## config.mk

```make
export PLATFORM = sky130hd
export DESIGN_NAME = dgc_top
export DESIGN_NICKNAME = d
export VERILOG_FILES = /design/src/verilog/dgc_pkg.sv /design/src/verilog/dgc_top.sv
export SDC_FILE = /design/constraint.sdc
export NUM_CORES = 1
export LEC_CHECK = 0
export ABC_AREA = 1
export ABC_CLOCK_PERIOD_IN_PS = 14600
export BUFFER_PORTS_ARGS = -buffer_cell sky130_fd_sc_hd__buf_4
export CORE_MARGIN = 3
export CORE_UTILIZATION = 59
export DETAILED_ROUTE_END_ITERATION = 8
export PLACE_DENSITY = 0.93
export SLEW_MARGIN = 20
export SYNTH_ARGS = -nofsm -noshare
export SYNTH_HDL_FRONTEND = slang
export SYNTH_SLANG_ARGS = --single-unit
export TNS_END_PERCENT = 50
```

## constraint.sdc

```tcl
create_clock -name REF_CLK -period 14.6 [get_ports REF_CLK]
set_clock_uncertainty 0.15 [all_clocks]
set_input_delay 2.92 -clock REF_CLK [delete_from_list [all_inputs] [get_ports REF_CLK]]
set_output_delay 2.92 -clock REF_CLK [all_outputs]
set_load 0.03 [all_outputs]
```

## src/verilog/dgc_pkg.sv

```systemverilog
`default_nettype none
package dgc_pkg;

  // ---------------------------------------------------------------
  // register word indices (printed offsets are indices, byte address is x4)
  // ---------------------------------------------------------------
  localparam logic [15:0] IDX_EFFECTS_STATUS  = 16'h0E01;
  localparam logic [15:0] IDX_PATH_CTRL       = 16'h0E80;
  localparam logic [15:0] IDX_DECAY_LIMITS    = 16'h0E81;
  localparam logic [15:0] IDX_GATE_SLOPES     = 16'h0E82;
  localparam logic [15:0] IDX_COMP_KNEE       = 16'h0E83;
  localparam logic [15:0] IDX_GATE_KNEE       = 16'h0E84;
  localparam logic [15:0] IDX_CLOCK_BUDGET    = 16'h0E90;
  localparam logic [15:0] IDX_ERROR_STATUS    = 16'h0E91;

  // ---------------------------------------------------------------
  // field positions
  // ---------------------------------------------------------------
  localparam int POS_NOISE_GATE_ENABLE = 8;
  localparam int POS_GATE_KNEE_OP_ENA  = 5;
  localparam int POS_PATH_LEFT_ENA     = 0;
  localparam int POS_PATH_RIGHT_ENA    = 1;
  localparam int POS_PATH_MIXER_ENA    = 2;
  localparam int POS_STS_LEFT          = 8;
  localparam int POS_STS_RIGHT         = 9;

  // ---------------------------------------------------------------
  // reset values
  // ---------------------------------------------------------------
  localparam logic [3:0] RST_DECAY_RATE   = 4'h9;
  localparam logic [2:0] RST_MIN_ATTEN    = 3'h4;
  localparam logic [1:0] RST_MAX_BOOST    = 2'h3;
  localparam logic [3:0] RST_GATE_MIN     = 4'h0;
  localparam logic [1:0] RST_GATE_EXP     = 2'h0;
  localparam logic [1:0] RST_QR_THR       = 2'h0;
  localparam logic [1:0] RST_QR_DECAY     = 2'h0;
  localparam logic [2:0] RST_UPPER_SLOPE  = 3'h3;
  localparam logic [2:0] RST_LOWER_SLOPE  = 3'h0;
  localparam logic [5:0] RST_KNEE_IN      = 6'h00;
  localparam logic [4:0] RST_KNEE_OUT     = 5'h00;
  localparam logic [4:0] RST_GKNEE_IN     = 5'h00;
  localparam logic [4:0] RST_GKNEE_OUT    = 5'h00;
  localparam logic [15:0] RST_CLOCK_BUDGET = 16'h0100;

  // ---------------------------------------------------------------
  // highest legal codes
  // ---------------------------------------------------------------
  localparam logic [3:0] MAX_DECAY_RATE  = 4'hB;
  localparam logic [2:0] MAX_MIN_ATTEN   = 3'h4;
  localparam logic [3:0] MAX_GATE_MIN    = 4'hC;
  localparam logic [1:0] MAX_QR_DECAY    = 2'h2;
  localparam logic [2:0] MAX_UPPER_SLOPE = 3'h5;
  localparam logic [2:0] MAX_LOWER_SLOPE = 3'h4;
  localparam logic [5:0] MAX_KNEE_IN     = 6'h3C;
  localparam logic [4:0] MAX_KNEE_OUT    = 5'h1E;

  // cycles each path costs out of the per-sample clock budget
  localparam logic [15:0] PATH_CYCLE_COST = 16'h0080;

  typedef struct packed {
    logic [3:0] decay_rate;
    logic [2:0] min_atten;
    logic [1:0] max_boost;
    logic [3:0] gate_min;
    logic [1:0] gate_exp;
    logic [1:0] qr_thr;
    logic [1:0] qr_decay;
    logic [2:0] upper_slope;
    logic [2:0] lower_slope;
    logic [5:0] knee_in;
    logic [4:0] knee_out;
    logic [4:0] gknee_in;
    logic [4:0] gknee_out;
    logic       gate_ena;
    logic       gknee_op_ena;
  } dgc_cfg_t;

endpackage : dgc_pkg
`default_nettype wire

```

## src/verilog/dgc_top.sv

```systemverilog
// Design decision made here: the APB interface to the registers.
`timescale 1ns/1ps
`default_nettype none
// Notes on behaviour
// - decay rate bits 8:5, reset 1001, codes above 1011 reserved
// - minimum attenuation bits 4:2, reset 100, codes above 100 reserved
// - maximum boost bits 1:0, reset 11
// - gate minimum gain bits 15:12, reset 0000, above 1100 reserved
// - gate expansion slope bits 11:10, reset 00
// - quick release threshold bits 9:8, reset 00
// - quick release decay bits 7:6, reset 00, code 11 reserved
// - upper compressor slope bits 5:3, reset 011, 110/111 reserved
// - lower compressor slope bits 2:0, reset 000, above 100 reserved
// - knee input level bits 10:5, reset 0, above 111100 reserved
// - knee output level bits 4:0, reset 0, 11111 reserved
// - gate knee input bits 9:5, effective only with gate enabled
// - gate knee output bits 4:0, effective only with its enable set
// - path enable fails when clock cycles are insufficient
// - failed enable leaves running paths untouched
// - rejected enable raises underclock error, routed to pin output
// - effects status reads back paths actually enabled
// - mixer status bit reads back actual enable state
// - noise gate enable bit 8, reset 0
// - gate knee output enable bit 5, reset 0
// - status bit 4 left path, bit 5 right path
module dgc_top
  import dgc_pkg::*;
#(
  parameter int ADDR_W = 16
)(
  // clock and reset
  input  wire logic              REF_CLK,
  input  wire logic              RST,
  // apb slave
  input  wire logic              PSEL,
  input  wire logic              PENABLE,
  input  wire logic              PWRITE,
  input  wire logic [ADDR_W-1:0] PADDR,
  input  wire logic [31:0]       PWDATA,
  input  wire logic [3:0]        PSTRB,
  output logic      [31:0]       PRDATA,
  output logic                   PREADY,
  output logic                   PSLVERR,
  // system clock budget from the clocking block, cycles per sample
  input  wire logic [15:0]       SYSTEM_CLOCK_CYCLES,
  // configuration to the gain datapath
  output dgc_cfg_t               CFG,
  output logic                   PATH_LEFT_ON,
  output logic                   PATH_RIGHT_ON,
  output logic                   MIXER_ON,
  // underclock error level, for gpio and interrupt routing
  output logic                   UNDERCLOCK_ERR
);

  // ---------------------------------------------------------------
  // synchronise the external budget
  // ---------------------------------------------------------------
  // the word is taken only once two synced samples agree, so a change
  // caught mid-flight never yields a mix of old and new bits
  logic [15:0] budget_meta;
  logic [15:0] budget_sync;
  logic [15:0] budget_prev;
  logic [15:0] budget_stable;
  wire         budget_settled = (budget_sync == budget_prev);

  always_ff @(posedge REF_CLK or posedge RST)
  begin
    if (RST)
    begin
      budget_meta   <= '0;
      budget_sync   <= '0;
      budget_prev   <= '0;
      budget_stable <= '0;
    end
    else
    begin
      budget_meta <= SYSTEM_CLOCK_CYCLES;
      budget_sync <= budget_meta;
      budget_prev <= budget_sync;
      if (budget_settled)
        budget_stable <= budget_sync;
    end
  end

  // ---------------------------------------------------------------
  // apb decode
  // ---------------------------------------------------------------
  wire         access   = PSEL & PENABLE;
  wire [ADDR_W-3:0] word_idx = PADDR[ADDR_W-1:2];
  wire         aligned  = (PADDR[1:0] == 2'b00);
  wire         hit_sts  = aligned && (word_idx == IDX_EFFECTS_STATUS[ADDR_W-3:0]);
  wire         hit_ctl  = aligned && (word_idx == IDX_PATH_CTRL[ADDR_W-3:0]);
  wire         hit_dcy  = aligned && (word_idx == IDX_DECAY_LIMITS[ADDR_W-3:0]);
  wire         hit_gsl  = aligned && (word_idx == IDX_GATE_SLOPES[ADDR_W-3:0]);
  wire         hit_knee = aligned && (word_idx == IDX_COMP_KNEE[ADDR_W-3:0]);
  wire         hit_gkn  = aligned && (word_idx == IDX_GATE_KNEE[ADDR_W-3:0]);
  wire         hit_bud  = aligned && (word_idx == IDX_CLOCK_BUDGET[ADDR_W-3:0]);
  wire         hit_err  = aligned && (word_idx == IDX_ERROR_STATUS[ADDR_W-3:0]);
  wire         mapped   = hit_sts | hit_ctl | hit_dcy | hit_gsl | hit_knee
                        | hit_gkn | hit_bud | hit_err;
  // writes land only at the edge where the master sees pready
  wire         wr       = access & PREADY & PWRITE & mapped;
  wire         wr_lo    = wr & PSTRB[0];
  wire         wr_hi    = wr & PSTRB[1];
  wire [15:0]  wd       = PWDATA[15:0];

  // ---------------------------------------------------------------
  // configuration registers
  // ---------------------------------------------------------------
  dgc_cfg_t    cfg;
  logic [15:0] clock_budget;
  logic        req_left;
  logic        req_right;
  logic        req_mixer;
  logic        err_sticky;

  // reserved codes are dropped so the previous valid value stays
  wire ok_dcy   = (wd[8:5] <= MAX_DECAY_RATE);
  wire ok_minat = (wd[4:2] <= MAX_MIN_ATTEN);
  wire ok_gmin  = (wd[15:12] <= MAX_GATE_MIN);
  wire ok_qrd   = (wd[7:6] <= MAX_QR_DECAY);
  wire ok_up    = (wd[5:3] <= MAX_UPPER_SLOPE);
  wire ok_lo    = (wd[2:0] <= MAX_LOWER_SLOPE);
  wire ok_kin   = (wd[10:5] <= MAX_KNEE_IN);
  wire ok_kout  = (wd[4:0] <= MAX_KNEE_OUT);

  always_ff @(posedge REF_CLK or posedge RST)
  begin
    if (RST)
    begin
      cfg.decay_rate   <= RST_DECAY_RATE;
      cfg.min_atten    <= RST_MIN_ATTEN;
      cfg.max_boost    <= RST_MAX_BOOST;
      cfg.gate_min     <= RST_GATE_MIN;
      cfg.gate_exp     <= RST_GATE_EXP;
      cfg.qr_thr       <= RST_QR_THR;
      cfg.qr_decay     <= RST_QR_DECAY;
      cfg.upper_slope  <= RST_UPPER_SLOPE;
      cfg.lower_slope  <= RST_LOWER_SLOPE;
      cfg.knee_in      <= RST_KNEE_IN;
      cfg.knee_out     <= RST_KNEE_OUT;
      cfg.gknee_in     <= RST_GKNEE_IN;
      cfg.gknee_out    <= RST_GKNEE_OUT;
      cfg.gate_ena     <= 1'b0;
      cfg.gknee_op_ena <= 1'b0;
      clock_budget     <= RST_CLOCK_BUDGET;
      req_left         <= 1'b0;
      req_right        <= 1'b0;
      req_mixer        <= 1'b0;
    end
    else
    begin
      if (hit_dcy && wr_hi && ok_dcy)
        cfg.decay_rate[3] <= wd[8];
      if (hit_dcy && wr_lo && ok_dcy)
        cfg.decay_rate[2:0] <= wd[7:5];
      if (hit_dcy && wr_lo && ok_minat)
        cfg.min_atten <= wd[4:2];
      if (hit_dcy && wr_lo)
        cfg.max_boost <= wd[1:0];
      if (hit_gsl && wr_hi && ok_gmin)
        cfg.gate_min <= wd[15:12];
      if (hit_gsl && wr_hi)
      begin
        cfg.gate_exp <= wd[11:10];
        cfg.qr_thr   <= wd[9:8];
      end
      if (hit_gsl && wr_lo && ok_qrd)
        cfg.qr_decay <= wd[7:6];
      if (hit_gsl && wr_lo && ok_up)
        cfg.upper_slope <= wd[5:3];
      if (hit_gsl && wr_lo && ok_lo)
        cfg.lower_slope <= wd[2:0];
      if (hit_knee && wr_hi && wr_lo && ok_kin)
        cfg.knee_in <= wd[10:5];
      if (hit_knee && wr_lo && ok_kout)
        cfg.knee_out <= wd[4:0];
      if (hit_gkn && wr_hi && wr_lo)
        cfg.gknee_in <= wd[9:5];
      if (hit_gkn && wr_lo)
        cfg.gknee_out <= wd[4:0];
      if (hit_ctl && wr_hi)
        cfg.gate_ena <= wd[POS_NOISE_GATE_ENABLE];
      if (hit_ctl && wr_lo)
      begin
        cfg.gknee_op_ena <= wd[POS_GATE_KNEE_OP_ENA];
        req_left  <= wd[POS_PATH_LEFT_ENA];
        req_right <= wd[POS_PATH_RIGHT_ENA];
        req_mixer <= wd[POS_PATH_MIXER_ENA];
      end
      if (hit_bud && wr_hi && wr_lo)
        clock_budget <= wd;
    end
  end

  // ---------------------------------------------------------------
  // clock budget admission
  // ---------------------------------------------------------------
  // a path is admitted only while running paths plus it fit the budget;
  // one path is admitted per cycle so the sum never overshoots
  logic        on_left;
  logic        on_right;
  logic        on_mixer;
  wire  [1:0]  n_on     = 2'(on_left) + 2'(on_right) + 2'(on_mixer);
  wire  [17:0] used     = 18'(n_on) * 18'(PATH_CYCLE_COST);
  wire  [17:0] need     = used + 18'(PATH_CYCLE_COST);
  wire  [15:0] avail    = (budget_stable < clock_budget) ? budget_stable
                                                         : clock_budget;
  wire         fits     = (need <= 18'(avail));
  wire         want_l   = req_left  & ~on_left;
  wire         want_r   = req_right & ~on_right & ~want_l;
  wire         want_m   = req_mixer & ~on_mixer & ~want_l & ~want_r;
  wire         want_any = want_l | want_r | want_m;
  wire         reject   = want_any & ~fits;
  wire         err_clr  = hit_err & wr_lo & wd[0];

  always_ff @(posedge REF_CLK or posedge RST)
  begin
    if (RST)
    begin
      on_left    <= 1'b0;
      on_right   <= 1'b0;
      on_mixer   <= 1'b0;
      err_sticky <= 1'b0;
    end
    else
    begin
      // a running path stops only when software drops its request
      on_left  <= req_left  & (on_left  | (want_l & fits));
      on_right <= req_right & (on_right | (want_r & fits));
      on_mixer <= req_mixer & (on_mixer | (want_m & fits));
      // set wins over a clear in the same cycle
      err_sticky <= reject | (err_sticky & ~err_clr);
    end
  end

  // ---------------------------------------------------------------
  // read mux and outputs
  // ---------------------------------------------------------------
  logic [15:0] rd;
  // the status field starts at bit 4, so its path bits sit at 8 and 9
  wire  [15:0] rd_sts = (16'(on_left) << POS_STS_LEFT)
                      | (16'(on_right) << POS_STS_RIGHT);
  wire  [15:0] rd_ctl = {7'h00, cfg.gate_ena, 2'h0, cfg.gknee_op_ena,
                         2'h0, req_mixer, req_right, req_left};
  wire  [15:0] rd_dcy = {7'h00, cfg.decay_rate, cfg.min_atten,
                         cfg.max_boost};
  wire  [15:0] rd_gsl = {cfg.gate_min, cfg.gate_exp, cfg.qr_thr,
                         cfg.qr_decay, cfg.upper_slope, cfg.lower_slope};
  wire  [15:0] rd_kn  = {5'h00, cfg.knee_in, cfg.knee_out};
  wire  [15:0] rd_gk  = {6'h00, cfg.gknee_in, cfg.gknee_out};
  wire  [15:0] rd_err = {14'h0000, on_mixer, err_sticky};

  always_comb
  begin
    rd = 16'h0000;
    if (hit_sts)  rd = rd_sts;
    if (hit_ctl)  rd = rd_ctl;
    if (hit_dcy)  rd = rd_dcy;
    if (hit_gsl)  rd = rd_gsl;
    if (hit_knee) rd = rd_kn;
    if (hit_gkn)  rd = rd_gk;
    if (hit_bud)  rd = clock_budget;
    if (hit_err)  rd = rd_err;
  end

  // pready is registered: one wait state, then the answer
  always_ff @(posedge REF_CLK or posedge RST)
  begin
    if (RST)
    begin
      PRDATA         <= '0;
      PREADY         <= 1'b0;
      PSLVERR        <= 1'b0;
      CFG            <= '0;
      PATH_LEFT_ON   <= 1'b0;
      PATH_RIGHT_ON  <= 1'b0;
      MIXER_ON       <= 1'b0;
      UNDERCLOCK_ERR <= 1'b0;
    end
    else
    begin
      PREADY         <= access & ~PREADY;
      PSLVERR        <= access & ~PREADY & ~mapped;
      PRDATA         <= (access & ~PREADY & ~PWRITE) ? {16'h0000, rd}
                                                     : 32'h0000_0000;
      CFG            <= cfg;
      PATH_LEFT_ON   <= on_left;
      PATH_RIGHT_ON  <= on_right;
      MIXER_ON       <= on_mixer;
      UNDERCLOCK_ERR <= err_sticky;
    end
  end

endmodule : dgc_top
`default_nettype wire
```

==> impl_metrics.json <==
{
  "fin_nets": 1072,
  "netlist_area_sq_um": 8330,
  "top_layer_used": "met4",
  "ff2ff_path_depth": 19,
  "post-cts-setup-buffers": 0,
  "synth_edf_count": 0,
  "dpl-instance-area_sq_um": 9380,
  "final_cells": 1168,
  "die-area_sq_um": 15600,
  "setup_viol": 0,
  "fp.dieW_microns": 125,
  "route.met3.wl_mm": 1.61,
  "drt_wl_total_mm": 20.2,
  "rr_startpoint": "clock_budget[13]",
  "grt_overflow_total": 0,
  "tightest_slew_ns": 0.884,
  "arrival_ns": 5.34,
  "grt_max_degree": 134,
  "path_class": "in -> reg",
  "cts_tree": "built",
  "hold_viol": 0,
  "slew_viol_final": 0,
  "drive_above_1_share_pct": 20.5,
  "clock_latency_ns": 0.48,
  "drt-pass1-iter-count": 5,
  "drt-vias-per-instance": 5.51,
  "grt_pass1_wl_mm": 32.5,
  "fmax_mhz": 197,
  "drtIter0Drc": 756,
  "maxCapViolCount": 0,
  "p_leak_nw": 5.31,
  "die_y_microns": 125,
  "syn-mean-instance-area_sq_um": 9.89,
  "startpoint": "PADDR[5]",
  "path_clk_slew_ns": 0.06,
  "yosysSeqAreaShare_pct": 61.7,
  "ant_nets": 0,
  "ys_seq_elements": 205,
  "grt_pass1_vias": 6442,
  "worst_setup_path_end_kind": "flip-flop",
  "syn_inst": 842,
  "r2r_slack_ns": 11.55,
  "wire_per_inst_microns": 17.3,
  "synth_area_leaders": "dfrtp_1 (59%), nand2_1 (9.5%), inv_1 (4.2%)",
  "final_util_pct": 74.6,
  "synth-compound-area-share_pct": 7.90,
  "synth.largest_area_cell": "dfrtp_1",
  "slew_headroom_pct": 41.1,
  "fin_crit_sh_pct": 34.7,
  "cts_sinks": 205,
  "met1_length_mm": 7.96,
  "min-delay-start": "budget_meta[6]",
  "wl_met2_mm": 9.77,
  "timing.rr.end": "on_right",
  "portBuffers": 124,
  "synth_top_area_share_pct": 59.2,
  "muxShareOfSynthArea_pct": 0,
  "rsz0062_at_grt": "false",
  "p_per_area_nw_per_um2": 114,
  "num_vias": 6432,
  "gp_congestion": 0.920,
  "synth_flop_cell": "dfrtp_1",
  "yosys.area_share.simple_pct": 19.0,
  "cp_max_fo": 16,
  "num_antenna_cells": 0,
  "dp.cells": 1131,
  "post_cts_resized": 0,
  "initial_core_util_pct": 61.7,
  "worstPathRequired_ns": 14.87,
  "synth_cell_types": 40,
  "yosys_warnings": 0,
  "ys_async_sr_fraction_pct": 100,
  "place_hpwl_mm": 14.1,
  "startpoint_type": "primary input",
  "synth_top_family_by_area": "simple AND/OR/NAND/NOR gates",
  "synth_xor_area_share_pct": 1.68,
  "antenna_found_initial": 0,
  "num_rows": 42,
  "grtUsageTotal_pct": 25.7,
  "cts_root_buf": "clkbuf_16",
  "syn2layout_area_growth_pct": 20.9,
  "cts.hold.buffers_added": 0,
  "min_path_type": "reg -> reg",
  "period_needed_ns": 5.07,
  "clockBufferDepth": 3,
  "status": "complete, no violations",
  "fin_tns_setup_ns": 0,
  "drc": 0,
  "synth_fa_ha_area_share_pct": 3.09,
  "htreeDepth": 1,
  "crit_path_end": "clock_budget[11]",
  "cts_buffers": 21,
  "core_area_sq_um": 13500,
  "ir_drop_v": 0.0000857,
  "design_area_sq_um": 10100,
  "ios": 159
}
[routing by layer]
metal,GRT usage (%),vias up
li1,-,2957
met1,35.1,3086
met2,42.3,320
met3,3.39,69
met4,10.2,0
met5,0,-
[registers in the layout, summed over array words and instances, names as in the netlist, 16 cells and up]
register,count
clock_budget,16
budget_prev,16
budget_stable,16
budget_sync,16
CFG,48
budget_meta,16
PRDATA,16
cfg,48
[metrics by stage]
stage | power (mW) | worst slack (ns) | hold slack [ns]
5_1_grt | 1.18 | 9.31 | 0.199
3_5_place_dp | 0.638 | 9.15 | 0.185
6_report | 1.15 | 9.53 | 0.197
3_3_place_gp | 0.636 | 9.23 | 0.183
2_1_floorplan | 0.618 | 5.95 | 0.181
4_1_cts | 1.15 | 9.62 | 0.198
[worst min path at each step]
stage                           endpoint  slack [ns]  depth (start not counted)
after global routing      budget_sync[4]        0.20                          0
after detailed placement  budget_sync[6]        0.18                          0
final                     budget_sync[6]        0.20                          0
after floorplan           budget_sync[0]        0.18                          0
after global placement    budget_sync[2]        0.18                          0
after CTS                 budget_sync[6]        0.20                          0
[layout by cell type, fill, tap and decap left out, types with 3 or more instances in the layout]
cell       synthesis  final
clkbuf_8           0      6
nor4_1             8      8
inv_2              5      5
nand4_1           10     10
conb_1             1     16
nor3_1            10     10
buf_4             16    126
clkbuf_16          0     21
nor2_4             4      4
nand3_4            3      3
clkinv_2           0      5
dfstp_2            8      8
nor2_2             6      6
nand3_1           21     21
ha_1              19     19
a22oi_1            5      5
dfrtp_1          197    197
inv_1             93     92
nand2_1          210    210
o21ai_0           68     68
nor2_1            63     63
nand2_2            6      6
o22ai_1            6      6
o211ai_1           3      3
xor2_1            16     16
a21oi_1           33     33
[cells by family (layout without fill, tap and decap cells)]
logic type | count (synthesis) | after routing
and+or+nand+nor | 352 | 352
adders and majority gates | 20 | 20
DFF | 205 | 205
other | 1 | 16
buffers and inverters | 126 | 261
AOI/OAI and AO/OA | 122 | 122
xor gates and xnor gates | 16 | 16
[power breakdown]
part / internal [mW] / total (mW) / leakage, nW / switching, mW
sequential: 0.575 / 0.580 / 2.63 / 0.00430
clock: 0.311 / 0.518 / 0.338 / 0.208
combinational: 0.0151 / 0.0484 / 2.35 / 0.0333
total: 0.901 / 1.15 / 5.31 / 0.245
[Yosys cell counts (8+ instances only)]
master    count
nor3_1       10
dfstp_2       8
xor2_1       16
nand4_1      10
nand3_1      21
nor4_1        8
nand2_1     210
inv_1        93
ha_1         19
nor2_1       63
dfrtp_1     197
o21ai_0      68
a21oi_1      33
buf_4        16
clkbuf_1      8
[worst max-delay path, cell delays in order]
cell      delay (ns)
buf_4           0.12
nor2_2          0.16
nand3_1         0.28
nand3b_1        0.54
nand3_1         0.18
nor2_1          0.08
nand2_4         0.11
nand3_4         0.14
nor3_4          0.57
nand2_1         0.14
nand2_1         0.09
[final cells by class]
type                    count  area (sq um)
repair buffers            127           957
fillers                   931          3430
flip-flops and latches    205          5140
clock buffers              29           616
inverters                  98           375
multi-input cells         526          2700
well taps                 176           220
clock inverters             7          62.6
No activity file was read; power rests on OpenSTA's default activity.
